==> config.mk <==
export PLATFORM = sky130hd
export DESIGN_NAME = speech_frame_field_parser
export DESIGN_NICKNAME = d
export VERILOG_FILES = /design/src/hdl/frame_parser_pkg.sv /design/src/hdl/speech_frame_field_parser.sv /design/src/hdl/frame_bit_capture.sv /design/src/hdl/frame_field_buffer.sv
export VERILOG_INCLUDE_DIRS = /design/src /design/src/hdl
export SDC_FILE = /design/constraint.sdc
export NUM_CORES = 1
export LEC_CHECK = 0
export BUFFER_PORTS_ARGS = -buffer_cell sky130_fd_sc_hd__clkbuf_2
export CAP_MARGIN = 20
export CORE_MARGIN = 2
export CORE_UTILIZATION = 35
export DETAILED_ROUTE_END_ITERATION = 7
export PLACE_DENSITY = 0.51
export REMOVE_ABC_BUFFERS = 1
export SLEW_MARGIN = 25
export SYNTH_ARGS = -nofsm -noshare
export SYNTH_HDL_FRONTEND = slang
export SYNTH_SLANG_ARGS = --single-unit
==> constraint.sdc <==
create_clock -name clk_i -period 4.7 [get_ports clk_i]
set_clock_uncertainty 0.1 [all_clocks]
set_input_delay 0 -clock clk_i [delete_from_list [all_inputs] [get_ports clk_i]]
set_output_delay 0 -clock clk_i [all_outputs]
set_load 0.01 [all_outputs]
==> src/hdl/frame_parser_cfg.svh <==
`ifndef FRAME_PARSER_CFG_SVH
`define FRAME_PARSER_CFG_SVH

// Frame lengths in bits, one per accepted frame size
`define LEN_SID      12'h030
`define LEN_CA       12'h108
`define LEN_32       12'h280
`define LEN_48       12'h3C0
`define LEN_64       12'h500
`define LEN_96       12'h780
`define LEN_128      12'hA00
`define COUNT_MAX    12'hFFF

// Capture windows: leading bits kept and trailing bits kept
`define HEAD_BITS    48
`define HEAD_TOP     47
`define TAIL_BITS    5

// Primary frame positions (frame bit index, first bit is 0)
`define P_CORE       0
`define P_JOINT      1
`define W_JOINT      4
`define P_EXTFLAG    5
`define P_SEL        1
`define P_EXC_CT     2
`define W_EXC_CT     2
`define P32_PREVLP   2
`define P32_RATE     3
`define P64_PREVLP   1
`define P64_RATE     2
`define EXT_TD_BITS  6'h37
`define EXT_FD_BITS  6'h1F

// High-rate excitation frame positions
`define P_HR_BW      0
`define P_HR_CT      3
`define W_HR_CT      3

// Silence descriptor positions
`define P_CN_TYPE    0
`define P_FD_BW      1
`define P_FD_RATE    3
`define P_FD_GAIN    4
`define W_GAIN       7
`define P_FD_ENER    11
`define W_FD_ENER    37
`define P_LP_BW      1
`define P_LP_RATE    2
`define P_LP_HANG    3
`define W_LP_HANG    3
`define P_LP_LSF     6
`define W_LP_LSF     29
`define P_LP_ENER    35
`define P_LP_ENV     42
`define W_LP_ENV     6
`define W_LP_HB      4

// Channel-aware joint signalling and partial-copy offsets
`define P_CA_SIG     0
`define W_CA_SIG     5
`define P_CA_RF      4
`define OFFSET_A     3'h2
`define OFFSET_B     3'h3
`define OFFSET_C     3'h5
`define OFFSET_D     3'h7

`endif

==> src/hdl/frame_parser_pkg.sv <==
package frame_parser_pkg;

    typedef enum logic [2:0] {
        kind_none = 3'h0,
        kind_sid  = 3'h1,
        kind_ca   = 3'h2,
        kind_32   = 3'h3,
        kind_48   = 3'h4,
        kind_64   = 3'h5,
        kind_96   = 3'h6,
        kind_128  = 3'h7
    } kind_t;

    typedef enum logic [1:0] {
        core_none = 2'h0,
        core_lp   = 2'h1,
        core_hq   = 2'h2,
        core_exc  = 2'h3
    } core_t;

    typedef enum logic [2:0] {
        partial_type_empty              = 3'h0,
        partial_type_transform_freq     = 3'h1,
        partial_type_transform_time_a   = 3'h2,
        partial_type_transform_time_b   = 3'h3,
        partial_type_all_predictive     = 3'h4,
        partial_type_non_predictive     = 3'h5,
        partial_type_generic_predictive = 3'h6,
        partial_type_noise_excited      = 3'h7
    } part_t;

    typedef enum logic [0:0] {
        st_collect = 1'b0,
        st_emit    = 1'b1
    } state_t;

    typedef struct packed {
        kind_t       kind;
        core_t       core;
        logic [4:0]  joint;
        logic [2:0]  coder_type;
        logic        prev_lp;
        logic        rate16;
        logic        ext_fd;
        logic [5:0]  ext_bits;
        logic        gap_fill;
        logic        cn_spectral;
        logic [1:0]  cn_bw;
        logic        cn_rate;
        logic [6:0]  cn_gain;
        logic [2:0]  cn_hang;
        logic [5:0]  cn_tail;
        logic [36:0] cn_spectrum;
        logic        partial;
        logic [2:0]  part_off;
        part_t       part_type;
        logic        part_transform;
        logic        len_error;
    } result_t;

endpackage

==> src/hdl/speech_frame_field_parser.sv <==
// Contract
// - A 640-bit frame is the 32 kbps rate; bit 0 picks the core family.
// - Linear-prediction frames carry bandwidth and coder type as one index.
// - Transform frames: next bit picks high-quality or excitation core.
// - Excitation core: two following bits give its coder type.
// - High-quality core: prev-core bit, rate bit only if prev was LP.
// - 32 kbps LP frames: extension flag, time 55 bits or freq 31 bits.
// - 48 kbps uses excitation core; wide content adds gap filling.
// - A 1280-bit frame is 64 kbps: LP or high-quality core only.
// - Silence descriptors are 48 bits, of two kinds.
// - Descriptor bit 0 selects spectral or predictive comfort noise.
// - Spectral descriptor: 2-bit bandwidth, rate, 7-bit gain, 37-bit energy.
// - Predictive descriptor: 1-bit bandwidth and 1-bit core rate.
// - Then 3-bit hangover count, 29 pair bits, 7 low-band energy bits.
// - Wideband ends with 6 envelope bits; super-wideband 4 energy, 2 unused.
// - A 264-bit frame is channel-aware; first 5 bits are joint signalling.
// - Redundancy flag zero: treated as an ordinary 13.2 kbps frame.
// - Last three bits give the partial-copy type, eight values.
// - Two bits before that give the partial-copy offset 2/3, 5 or 7.
// - Partial and primary copies may each be of either core kind.
`timescale 1ns/1ps
`default_nettype none
`include "frame_parser_cfg.svh"

module speech_frame_field_parser (
    input  wire logic                    clk_i,
    input  wire logic                    rst_i,
    input  wire logic                    bit_valid_i,
    input  wire logic                    bit_i,
    input  wire logic                    bit_last_i,
    output logic                         bit_ready_o,
    input  wire logic                    field_ready_i,
    output logic                         field_valid_o,
    output frame_parser_pkg::kind_t      frame_kind_o,
    output frame_parser_pkg::core_t      core_o,
    output logic                  [4:0]  joint_index_o,
    output logic                  [2:0]  coder_type_o,
    output logic                         prev_lp_o,
    output logic                         rate16_o,
    output logic                         ext_fd_o,
    output logic                  [5:0]  ext_bits_o,
    output logic                         gap_fill_o,
    output logic                         cn_spectral_o,
    output logic                  [1:0]  cn_bandwidth_o,
    output logic                         cn_rate_o,
    output logic                  [6:0]  cn_gain_o,
    output logic                  [2:0]  cn_hangover_o,
    output logic                  [5:0]  cn_tail_o,
    output logic                  [36:0] cn_spectrum_o,
    output logic                         partial_o,
    output logic                  [2:0]  partial_offset_o,
    output frame_parser_pkg::part_t      partial_type_o,
    output logic                         partial_transform_o,
    output logic                         len_error_o
);
    import frame_parser_pkg::*;

    localparam int RW = $bits(result_t);

    typedef struct packed {
        state_t st;
    } ctl_t;

    ctl_t        cur;
    ctl_t        next_cur;
    logic        take;
    logic        push;
    logic        buf_ready;
    logic [11:0] count;
    logic [47:0] h;
    logic [4:0]  tail;
    result_t     res;
    result_t     out_res;
    logic [RW-1:0] buf_out;

    // Bits are taken only while collecting, so a full buffer stalls the source
    assign bit_ready_o = (cur.st == st_collect);
    assign take        = bit_valid_i && bit_ready_o;
    assign push        = (cur.st == st_emit) && buf_ready;

    frame_bit_capture u_capture (
        .clk_i   (clk_i),
        .rst_i   (rst_i),
        .take_i  (take),
        .bit_i   (bit_i),
        .clear_i (push),
        .count_o (count),
        .head_o  (h),
        .tail_o  (tail)
    );

    // Frame-end sequencing: collect, then hold until the buffer takes it
    always_comb begin
        next_cur = cur;
        case (cur.st)
            st_collect: begin
                if (take && bit_last_i) begin
                    next_cur.st = st_emit;
                end
            end
            st_emit: begin
                if (buf_ready) begin
                    next_cur.st = st_collect;
                end
            end
            default: next_cur.st = st_collect;
        endcase
    end

    always_ff @(posedge clk_i) begin
        if (rst_i) begin
            cur <= '{st: st_collect};
        end else begin
            cur <= next_cur;
        end
    end

    // Field decode from the captured head and tail; length picks the layout
    always_comb begin
        res           = '0;
        res.kind      = kind_none;
        res.core      = core_none;
        res.part_type = partial_type_empty;
        if (count == `LEN_32 || count == `LEN_64) begin
            res.kind = (count == `LEN_32) ? kind_32 : kind_64;
            if (!h[`HEAD_TOP-`P_CORE]) begin
                res.core  = core_lp;
                res.joint = {1'b0, h[`HEAD_TOP-`P_JOINT -: `W_JOINT]};
                if (count == `LEN_32) begin
                    // Flag is reported even when no extension is coded
                    res.ext_fd   = h[`HEAD_TOP-`P_EXTFLAG];
                    res.ext_bits = res.ext_fd ? `EXT_FD_BITS
                                              : `EXT_TD_BITS;
                end
            end else if (count == `LEN_64) begin
                // No excitation core at this rate, so no selector bit
                res.core    = core_hq;
                res.prev_lp = h[`HEAD_TOP-`P64_PREVLP];
                res.rate16  = res.prev_lp && h[`HEAD_TOP-`P64_RATE];
            end else if (h[`HEAD_TOP-`P_SEL]) begin
                res.core    = core_hq;
                res.prev_lp = h[`HEAD_TOP-`P32_PREVLP];
                res.rate16  = res.prev_lp && h[`HEAD_TOP-`P32_RATE];
            end else begin
                res.core       = core_exc;
                res.coder_type = {1'b0,
                    h[`HEAD_TOP-`P_EXC_CT -: `W_EXC_CT]};
            end
        end else if (count == `LEN_48 || count == `LEN_96
                     || count == `LEN_128) begin
            if (count == `LEN_48) begin
                res.kind = kind_48;
            end else if (count == `LEN_96) begin
                res.kind = kind_96;
            end else begin
                res.kind = kind_128;
            end
            res.core       = core_exc;
            res.joint      = {3'h0, h[`HEAD_TOP-`P_HR_BW -: 2]};
            // Bandwidth codes 2 and 3 are super-wideband and fullband
            res.gap_fill   = h[`HEAD_TOP-`P_HR_BW];
            res.coder_type = h[`HEAD_TOP-`P_HR_CT -: `W_HR_CT];
        end else if (count == `LEN_SID) begin
            res.kind        = kind_sid;
            res.cn_spectral = !h[`HEAD_TOP-`P_CN_TYPE];
            if (res.cn_spectral) begin
                res.cn_bw       = h[`HEAD_TOP-`P_FD_BW -: 2];
                res.cn_rate     = h[`HEAD_TOP-`P_FD_RATE];
                res.cn_gain     = h[`HEAD_TOP-`P_FD_GAIN -: `W_GAIN];
                res.cn_spectrum = h[`HEAD_TOP-`P_FD_ENER -: `W_FD_ENER];
            end else begin
                res.cn_bw   = {1'b0, h[`HEAD_TOP-`P_LP_BW]};
                res.cn_rate = h[`HEAD_TOP-`P_LP_RATE];
                res.cn_hang = h[`HEAD_TOP-`P_LP_HANG -: `W_LP_HANG];
                res.cn_spectrum = {8'h00,
                    h[`HEAD_TOP-`P_LP_LSF -: `W_LP_LSF]};
                res.cn_gain = h[`HEAD_TOP-`P_LP_ENER -: `W_GAIN];
                // Super-wideband drops the two unused trailing bits
                if (res.cn_bw[0]) begin
                    res.cn_tail = {2'h0,
                        h[`HEAD_TOP-`P_LP_ENV -: `W_LP_HB]};
                end else begin
                    res.cn_tail = h[`HEAD_TOP-`P_LP_ENV -: `W_LP_ENV];
                end
            end
        end else if (count == `LEN_CA) begin
            res.kind    = kind_ca;
            res.joint   = h[`HEAD_TOP-`P_CA_SIG -: `W_CA_SIG];
            res.partial = h[`HEAD_TOP-`P_CA_RF];
            // With no redundancy the tail is ordinary payload, not fields
            if (res.partial) begin
                case (tail[4:3])
                    2'h0:    res.part_off = `OFFSET_A;
                    2'h1:    res.part_off = `OFFSET_B;
                    2'h2:    res.part_off = `OFFSET_C;
                    default: res.part_off = `OFFSET_D;
                endcase
                res.part_type = part_t'(tail[2:0]);
                // Either partial kind may ride with either primary kind
                res.part_transform =
                    (tail[2:0] != 3'h0) && (tail[2:0] < 3'h4);
            end
        end else begin
            res.len_error = 1'b1;
        end
    end

    frame_field_buffer #(
        .WIDTH (RW)
    ) u_buffer (
        .clk_i       (clk_i),
        .rst_i       (rst_i),
        .in_valid_i  (cur.st == st_emit),
        .in_data_i   (res),
        .in_ready_o  (buf_ready),
        .out_valid_o (field_valid_o),
        .out_data_o  (buf_out),
        .out_ready_i (field_ready_i)
    );

    // Field ports are slices of the buffer head entry
    assign out_res             = result_t'(buf_out);
    assign frame_kind_o        = out_res.kind;
    assign core_o              = out_res.core;
    assign joint_index_o       = out_res.joint;
    assign coder_type_o        = out_res.coder_type;
    assign prev_lp_o           = out_res.prev_lp;
    assign rate16_o            = out_res.rate16;
    assign ext_fd_o            = out_res.ext_fd;
    assign ext_bits_o          = out_res.ext_bits;
    assign gap_fill_o          = out_res.gap_fill;
    assign cn_spectral_o       = out_res.cn_spectral;
    assign cn_bandwidth_o      = out_res.cn_bw;
    assign cn_rate_o           = out_res.cn_rate;
    assign cn_gain_o           = out_res.cn_gain;
    assign cn_hangover_o       = out_res.cn_hang;
    assign cn_tail_o           = out_res.cn_tail;
    assign cn_spectrum_o       = out_res.cn_spectrum;
    assign partial_o           = out_res.partial;
    assign partial_offset_o    = out_res.part_off;
    assign partial_type_o      = out_res.part_type;
    assign partial_transform_o = out_res.part_transform;
    assign len_error_o         = out_res.len_error;

    // Checks on the decoded record as it enters the buffer
    property p_len_32;
        @(posedge clk_i) disable iff (rst_i)
        push && count == `LEN_32 |-> res.kind == kind_32
            && (res.core == core_lp) == !h[47];
    endproperty
    a_len_32: assert property (p_len_32)
        else $error("640-bit frame misclassified");

    property p_joint;
        @(posedge clk_i) disable iff (rst_i)
        push && res.core == core_lp |-> res.joint == {1'b0, h[46:43]};
    endproperty
    a_joint: assert property (p_joint)
        else $error("joint index not taken from bits 1 to 4");

    property p_sel;
        @(posedge clk_i) disable iff (rst_i)
        push && res.kind == kind_32 && h[47]
            |-> res.core == (h[46] ? core_hq : core_exc);
    endproperty
    a_sel: assert property (p_sel)
        else $error("transform core selector wrong");

    property p_exc_ct;
        @(posedge clk_i) disable iff (rst_i)
        push && res.kind == kind_32 && res.core == core_exc
            |-> res.coder_type == {1'b0, h[45:44]};
    endproperty
    a_exc_ct: assert property (p_exc_ct)
        else $error("excitation coder type wrong");

    property p_switch;
        @(posedge clk_i) disable iff (rst_i)
        push && res.core == core_hq && !res.prev_lp |-> !res.rate16;
    endproperty
    a_switch: assert property (p_switch)
        else $error("rate bit used without previous LP frame");

    property p_ext;
        @(posedge clk_i) disable iff (rst_i)
        push && res.kind == kind_32 && res.core == core_lp
            |-> res.ext_bits == (h[42] ? 6'h1F : 6'h37);
    endproperty
    a_ext: assert property (p_ext)
        else $error("extension bit count wrong");

    property p_48;
        @(posedge clk_i) disable iff (rst_i)
        push && count == `LEN_48 |-> res.core == core_exc
            && res.gap_fill == h[47];
    endproperty
    a_48: assert property (p_48)
        else $error("48 kbps frame not excitation core");

    property p_64;
        @(posedge clk_i) disable iff (rst_i)
        push && count == `LEN_64 |-> res.kind == kind_64
            && res.core != core_exc;
    endproperty
    a_64: assert property (p_64)
        else $error("1280-bit frame misclassified");

    property p_sid;
        @(posedge clk_i) disable iff (rst_i)
        push && count == `LEN_SID |-> res.kind == kind_sid
            && res.cn_spectral == !h[47];
    endproperty
    a_sid: assert property (p_sid)
        else $error("descriptor type flag wrong");

    property p_ca_tail;
        @(posedge clk_i) disable iff (rst_i)
        push && count == `LEN_CA && h[43]
            |-> res.part_type == part_t'(tail[2:0]);
    endproperty
    a_ca_tail: assert property (p_ca_tail)
        else $error("partial type not from last three bits");

    property p_bad_len;
        @(posedge clk_i) disable iff (rst_i)
        push && res.len_error |-> res.core == core_none
            && res.kind == kind_none && !res.partial;
    endproperty
    a_bad_len: assert property (p_bad_len)
        else $error("bad-length frame left fields set");

    property p_stall;
        @(posedge clk_i) disable iff (rst_i)
        take && bit_last_i |=> !bit_ready_o;
    endproperty
    a_stall: assert property (p_stall)
        else $error("bits accepted before frame was emitted");

    c_sid: cover property (@(posedge clk_i) push && res.kind == kind_sid);
    c_ca:  cover property (@(posedge clk_i) push && res.partial);
    c_err: cover property (@(posedge clk_i) push && res.len_error);
    c_full: cover property (@(posedge clk_i)
        cur.st == st_emit && !buf_ready);
endmodule
`default_nettype wire

==> src/hdl/frame_bit_capture.sv <==
`timescale 1ns/1ps
`default_nettype none
`include "frame_parser_cfg.svh"

module frame_bit_capture (
    input  wire logic        clk_i,
    input  wire logic        rst_i,
    input  wire logic        take_i,
    input  wire logic        bit_i,
    input  wire logic        clear_i,
    output logic      [11:0] count_o,
    output logic      [47:0] head_o,
    output logic      [4:0]  tail_o
);
    typedef struct packed {
        logic [11:0] count;
        logic [47:0] head;
        logic [4:0]  tail;
    } cap_t;

    cap_t cur;
    cap_t next_cur;

    // Keep the leading bits and the last few; the middle is not stored
    always_comb begin
        next_cur = cur;
        if (clear_i) begin
            next_cur = '0;
        end else if (take_i) begin
            if (cur.count < 12'(`HEAD_BITS)) begin
                next_cur.head = {cur.head[46:0], bit_i};
            end
            next_cur.tail = {cur.tail[3:0], bit_i};
            // Saturate so an oversized frame never wraps onto a good size
            if (cur.count != `COUNT_MAX) begin
                next_cur.count = cur.count + 12'h001;
            end
        end
    end

    always_ff @(posedge clk_i) begin
        if (rst_i) begin
            cur <= '0;
        end else begin
            cur <= next_cur;
        end
    end

    assign count_o = cur.count;
    assign head_o  = cur.head;
    assign tail_o  = cur.tail;
endmodule
`default_nettype wire

==> src/hdl/frame_field_buffer.sv <==
`timescale 1ns/1ps
`default_nettype none

module frame_field_buffer #(
    parameter int WIDTH = 8
) (
    input  wire logic             clk_i,
    input  wire logic             rst_i,
    input  wire logic             in_valid_i,
    input  wire logic [WIDTH-1:0] in_data_i,
    output logic                  in_ready_o,
    output logic                  out_valid_o,
    output logic      [WIDTH-1:0] out_data_o,
    input  wire logic             out_ready_i
);
    typedef struct packed {
        logic [1:0]       cnt;
        logic [WIDTH-1:0] e0;
        logic [WIDTH-1:0] e1;
    } buf_t;

    buf_t cur;
    buf_t next_cur;
    logic push;
    logic pop;
    logic [1:0] cnt_left;

    assign in_ready_o  = (cur.cnt != 2'h2);
    assign out_valid_o = (cur.cnt != 2'h0);
    assign out_data_o  = cur.e0;
    assign push = in_valid_i && in_ready_o;
    assign pop  = out_valid_o && out_ready_i;

    // Head entry always drives the output, so data comes from a flop
    always_comb begin
        next_cur = cur;
        cnt_left = cur.cnt - {1'b0, pop};
        if (pop) begin
            next_cur.e0 = cur.e1;
        end
        if (push) begin
            if (cnt_left == 2'h0) begin
                next_cur.e0 = in_data_i;
            end else begin
                next_cur.e1 = in_data_i;
            end
        end
        next_cur.cnt = cnt_left + {1'b0, push};
    end

    always_ff @(posedge clk_i) begin
        if (rst_i) begin
            cur <= '0;
        end else begin
            cur <= next_cur;
        end
    end

    property p_full_holds;
        @(posedge clk_i) disable iff (rst_i)
        (cur.cnt == 2'h2) && !out_ready_i |=> !in_ready_o;
    endproperty
    a_full_holds: assert property (p_full_holds)
        else $error("buffer took a word while full");
endmodule
`default_nettype wire

Word-level counts from Yosys, hierarchy flattened

Cells that the tools add are included.

Bits in registers: 246
Input bits: 6
Output and inout bits: 91
Word-level logic and storage cells: 89

$add $sub $neg: 3
Order comparisons: 2
Equal/unequal tests: 11
Multiplexer cells: 45
Bitwise gates (word level): 2
Reductions and logical operators: 19

Operator list:

| operator                                                                      | number |
|---|---|
| 89-bit two-way mux                                                            | 3 |
| 178-bit two-way mux                                                           | 1 |
| 67-bit two-way mux                                                            | 1 |
| 66-bit two-way mux                                                            | 1 |
| 57-bit two-way mux                                                            | 1 |
| 37-bit two-way mux                                                            | 1 |
| 9-bit two-way mux                                                             | 3 |
| 12-bit by 10-bit == test with 1-bit output, second input constant             | 2 |
| 12-bit by 11-bit == test with 1-bit output, second input constant             | 2 |
| 7-bit two-way mux                                                             | 3 |
| 5-bit two-way mux                                                             | 4 |
| 2-bit two-way mux                                                             | 9 |
| 13-bit two-way mux                                                            | 1 |
| 12-bit by 1-bit adder with 12-bit output, second input constant               | 1 |
| 12-bit == test, second input constant                                         | 1 |
| 12-bit by 6-bit == test with 1-bit output, second input constant              | 1 |
| 12-bit by 9-bit == test with 1-bit output, second input constant              | 1 |
| 12-bit by 6-bit less-than comparator with 1-bit output, second input constant | 1 |
| 3-bit two-way mux                                                             | 4 |
| 6-bit two-way mux                                                             | 2 |
| 12-bit inequality test, second input constant                                 | 1 |
| 10-bit two-way mux                                                            | 1 |
| 3-bit case mux with 3 select lines                                            | 1 |
| 8-bit two-way mux                                                             | 1 |
| 18 further kinds                                                              | 35 |

Depth between registers and ports, before layout

Depth in word-level cells: 9
Depth in mapped cells: 11
Depth with buffers taken out: 8

Modules after synthesis

From an unflattened synthesis, not the netlist that was laid out.

Cell total of the unflattened synthesis: 1533
Area total of the unflattened synthesis: 12363.1 µm²

Modules (own cells, without submodules):

| module                    | times used | cells an instance | area an instance (µm²) | seq. area each (µm²) |
|---|---|---|---|---|
| frame_field_buffer        | 1          | 1038              | 8513.2                 | 3603.5 |
| frame_bit_capture         | 1          | 296               | 2487.4                 | 1301.2 |
| speech_frame_field_parser | 1          | 199               | 1362.6                 | 20.0 |

Least setup slack after synthesis

Ideal clock, no wire load.

Kind: register to register
From: register u_buffer.cur[179] in the netlist's numbering
To: register u_buffer.cur, in the netlist u_buffer.out_data_o[87]
Arrival time: 2.630 ns
Data required time: 4.458 ns
Path slack: 1.828 ns
Cell stages (with the launch flop): 9
Path buffers: 2
Period minus slack after synthesis: 2.872 ns
Cells stage by stage: dfxtp_1 > o21ai_1 > inv_1 > clkbuf_1 > ha_1 > or2_2 > a211oi_1 > clkbuf_1 > a41oi_1

Longest elaborated chain between the ends: 6
Elaborated cells on any way between the ends: 9
Classes of those cells: 1 x add/sub; 1 x eq/ne; 3 x mux; 4 x reduce/logical

RTL lines:

| element                                     | line                     | RTL |
|---|---|---|
| start: declaration                          | frame_field_buffer.sv:22 | `buf_t cur;` |
| start signal: assignment                    | frame_field_buffer.sv:55 | `cur <= next_cur;` |
| 2-bit nonzero test                          | frame_field_buffer.sv:29 | `assign out_valid_o = (cur.cnt != 2'h0);` |
| 1-bit logical AND                           | frame_field_buffer.sv:32 | `assign pop = out_valid_o && out_ready_i;` |
| 2-bit by 1-bit subtractor with 2-bit output | frame_field_buffer.sv:37 | `cnt_left = cur.cnt - {1'b0, pop};` |
| 2-bit zero test                             | frame_field_buffer.sv:42 | `if (cnt_left == 2'h0) begin` |
| 89-bit two-way mux                          | frame_field_buffer.sv:42 |  |
| 178-bit two-way mux *                       | frame_field_buffer.sv:41 | `if (push) begin` |

Mark *: on every way between the ends. The rest lies on a longest branch, timed or not.
A chain may end at the register's enable or synchronous reset.

Final worst setup path

From: register cur
To: register u_capture.cur, in the netlist u_capture.tail_o[0]

Longest elaborated chain between the ends: 2
Elaborated cells on any way between the ends: 4
Classes of those cells: 1 x bitwise; 3 x reduce/logical

RTL lines:

| element                                                                  | line                                                             | RTL |
|---|---|---|
| start: declaration                                                       | speech_frame_field_parser.sv:64                                  | `ctl_t cur;` |
| start signal: assignment                                                 | speech_frame_field_parser.sv:112                                 | `cur <= '{st: st_collect};` |
| start signal: assignment                                                 | speech_frame_field_parser.sv:114                                 | `cur <= next_cur;` |
| 1-bit logical AND or 1-bit inverter (tied branches)                      | speech_frame_field_parser.sv:79, speech_frame_field_parser.sv:77 |  |
| 2-bit OR reduction (no source line) or 1-bit logical AND (tied branches) | n/a                                                              |  |
| end signal: assignment                                                   | frame_bit_capture.sv:45                                          | `cur <= next_cur;` |
| end: declaration                                                         | frame_bit_capture.sv:21                                          | `cap_t cur;` |

Parallel ways exist; a longest one is shown, timed or not.

==> impl_metrics.ini <==
[setup_path]
path_common_cell = a21oi_1
worstPathMaxFanout = 34
crit_arrival_ns = 3.31
path_cells = inv_1, a21oi_1, or2_2, buf_4, a21oi_1, dlygate4sd3_1
worstSetupEndpointType = register
regToRegSetupSlack_ns = 1.71
cpPeakStageDelay_ns = 0.66
start_kind = register
cp.required_ns = 5.02
cp_slowest_cell = or2_2
critPathKind = reg -> reg
path_buf_inv = 3
cp_top_family = buffers and inverters

[timing]
holdWs_ns = 0.0505
rsz0062_at_grt = false
finalSetupViolCount = 0
fmax_mhz = 334
fin_ws_ns = 1.71
fin_crit_ns = 2.99
tightest_slew_ns = 1.01
slew_headroom = 0.322
final_hold_viol_count = 0
period_share = 0.636
slew_violations = 0

[routing]
wire_per_inst_microns = 15.9
first_pass_iters = 5
via_per_inst = 5.18
wl_met1_mm = 14.1
post-route-drc-count = 0
route.top_layer_used = met4
via_count = 9306
wl_met3_mm = 1.17
drt-initial-drc-count = 617
drtAntennaViolNets = 0
route.met2.wl_mm = 12.9
wirelength_mm = 28.5

[logic_synthesis]
ys.warnings.count = 0
synthAdderAreaFrac = 0.00451
synth_top_area_share = 0.436
synth.largest_area_cell = dfxtp_1
synth_edf_count = 0
ys_seq_area_frac = 0.436
ys_async_sr_fraction = 0
syn-instance-count = 1427
synth-simple-area-share = 0.234
synth_cell_types = 64
ys_seq_elements = 242
netlist_area_sq_um = 11100
synth_mux_area_frac = 0.0410
ys_dominant_reg_cell = dfxtp_1
syn_avg_cell_area_sq_um = 7.78
synthXorXnorAreaFrac = 0.00947
synth_area_leaders = dfxtp_1 (44%), nand2_1 (13%), a21oi_1 (7.4%), a311oi_1 (5.8%), buf_4 (5.5%)
synth-compound-area-share = 0.172
synth_top_family_by_area = simple AND/OR/NAND/NOR gates

[final_layout]
drive_above_1_share = 0.132
stdcell_area_sq_um = 12100
syn2layout_area_growth_pct = 9.43
fillers = 3307
fin_nets = 1385
n_antenna_cell = 0

[clocking]
cts.path.max_buffers = 3
cts_tree = yes
post_cts.repair.setup_buffers = 0
cts-root-buf = clkbuf_16
clk_latency_ns = 0.53
clkTransAtPathRegs_ns = 0.06
cts_made_buffers = 28
cts_sinks = 242
ctsHtreeMaxLevel = 1

[power]
leakagePower_nw = 4.16
ir_worst_vdd_mv = 0.324
powerDensity_nw_per_um2 = 471

[worst_hold_path]
min_path_type = in -> reg

[global_routing]
grtUsageTotal = 0.169
first_global_vias = 8859
antenna_found_initial = 0
grt_pass1_wl_mm = 47.0
grt_max_degree = 84
grt_overflow_total = 0

[die]
die_h_microns = 182
start_util = 0.354
std_cell_rows = 65
die_area_sq_um = 33200
floorplan.core_area_sq_um = 31400
die_w_microns = 182
io_pins = 97

[placement]
dp_slack_ns = 1.83
post_dp_cell_area_sq_um = 11200
gp_congestion = 0.813
port_buffers = 96
dp_hpwl_mm = 17.3

[status]
outcome = complete, no violations

[flow_run]
maxCapViolCount = 0
## placed cells by master (no fill, tap or decap), types with 7 or more instances in the layout
cell type,count
a21oi_1,165
dlygate4sd3_1,7
nor2_1,128
nand3_1,21
a31oi_1,16
buf_4,14
clkbuf_2,95
clkbuf_1,7
clkinv_2,9
inv_1,10
mux2i_1,41
nand2_1,394
nor2b_1,15
nor3_1,9
clkbuf_16,29
dfxtp_1,241
a311oi_1,73
xor2_1,8
## per-stage QoR
stage               setup TNS (ns)  cells  power, mW  utilization
floorplan                  -767.78   1226       3.14            -
global placement                 0   1739       3.68        0.356
detailed placement               0   1740       3.70        0.356
CTS                              0   1797       5.80        0.387
global route                     0   1797       6.04        0.387
finish                           0   1797       5.72        0.387
## worst paths after layout
kind | startpoint | endpoint | depth (start not counted)
setup / recovery | cur$_SDFF_PP0_ | u_capture.tail_o[0]$_SDFFE_PP0P_ | 6
hold reg to reg | u_buffer.cur[88]$_SDFFE_PP0P_ | u_buffer.cur[88]$_SDFFE_PP0P_ | 2
setup reg to reg | cur$_SDFF_PP0_ | u_capture.tail_o[0]$_SDFFE_PP0P_ | 6
hold / removal | field_ready_i | u_buffer.out_data_o[1]$_SDFF_PP0_ | 5
## synth_stat cells (3+ instances only)
master	count
nand4_1	5
ha_1	4
nor3_1	9
dfxtp_1	242
nand2b_1	3
a31o_2	4
nand3b_1	4
nand2_1	394
buf_1	11
a311oi_1	73
mux2_2	4
nor2_1	128
o21ai_0	5
xor2_1	8
o21ai_1	3
mux2i_1	41
buf_2	13
a21oi_1	165
nand4b_1	3
a211oi_1	5
or2_2	4
and3_1	5
a221oi_1	5
nor2b_1	15
xnor2_1	4
or3_1	3
nor4bb_1	3
nand3_1	22
clkbuf_1	92
inv_1	11
buf_4	81
buf_6	3
a31oi_1	16
## kinds of logic (layout without fill, tap and decap cells)
kind of cell / count (synthesis) / count (layout)
xor+xnor: 12 / 12
flops: 242 / 242
simple gates: 616 / 616
fa+ha+maj: 4 / 4
mux: 45 / 45
buf+inv: 212 / 180
compound gates: 296 / 296
## per-layer routing
| layer | track usage | up-vias |
|---|---|---|
| met5 | 0 | - |
| met4 | 0.0361 | 0 |
| met3 | 0.0218 | 30 |
| met2 | 0.277 | 189 |
| met1 | 0.240 | 4414 |
| li1 | - | 4673 |
## final cells by class
cell class | instances | area (sq um) | share of cell area
sequential | 242 | 4850 | 0.399
clock inverter | 10 | 75.1 | 0.00618
clock buffer | 40 | 807 | 0.0664
inverter | 11 | 41.3 | 0.00340
multi-input combinational | 973 | 5170 | 0.426
timing repair buffer | 119 | 702 | 0.0578
tap | 402 | 503 | 0.0414
## where the power goes
part / leakage (nW) / internal (mW) / switching [mW] / total, mW
clock: 0.444 / 1.24 / 0.845 / 2.08
combinational: 1.76 / 0.383 / 0.903 / 1.29
sequential: 1.96 / 2.23 / 0.120 / 2.35
## what timing repair did
item | CTS | global route
endpoints found under the hold margin | 57 | 0
hold buffers | 7 | 0
resized for setup | 0 | 0
## worst min-delay path: stages
cell      delay, ns
clkbuf_2       0.11
o21ai_4        0.06
buf_4          0.25
nand2_1        0.12
a311oi_1       0.08
## flip-flops by register name (all words and copies together), names as in the netlist
signal	count
u_capture.tail_o	5
u_buffer.out_data_o	89
u_capture.head_o	48
u_buffer.cur	87
cur	1
u_capture.count_o	12
Note: power is estimated with default switching activity, not from simulation.
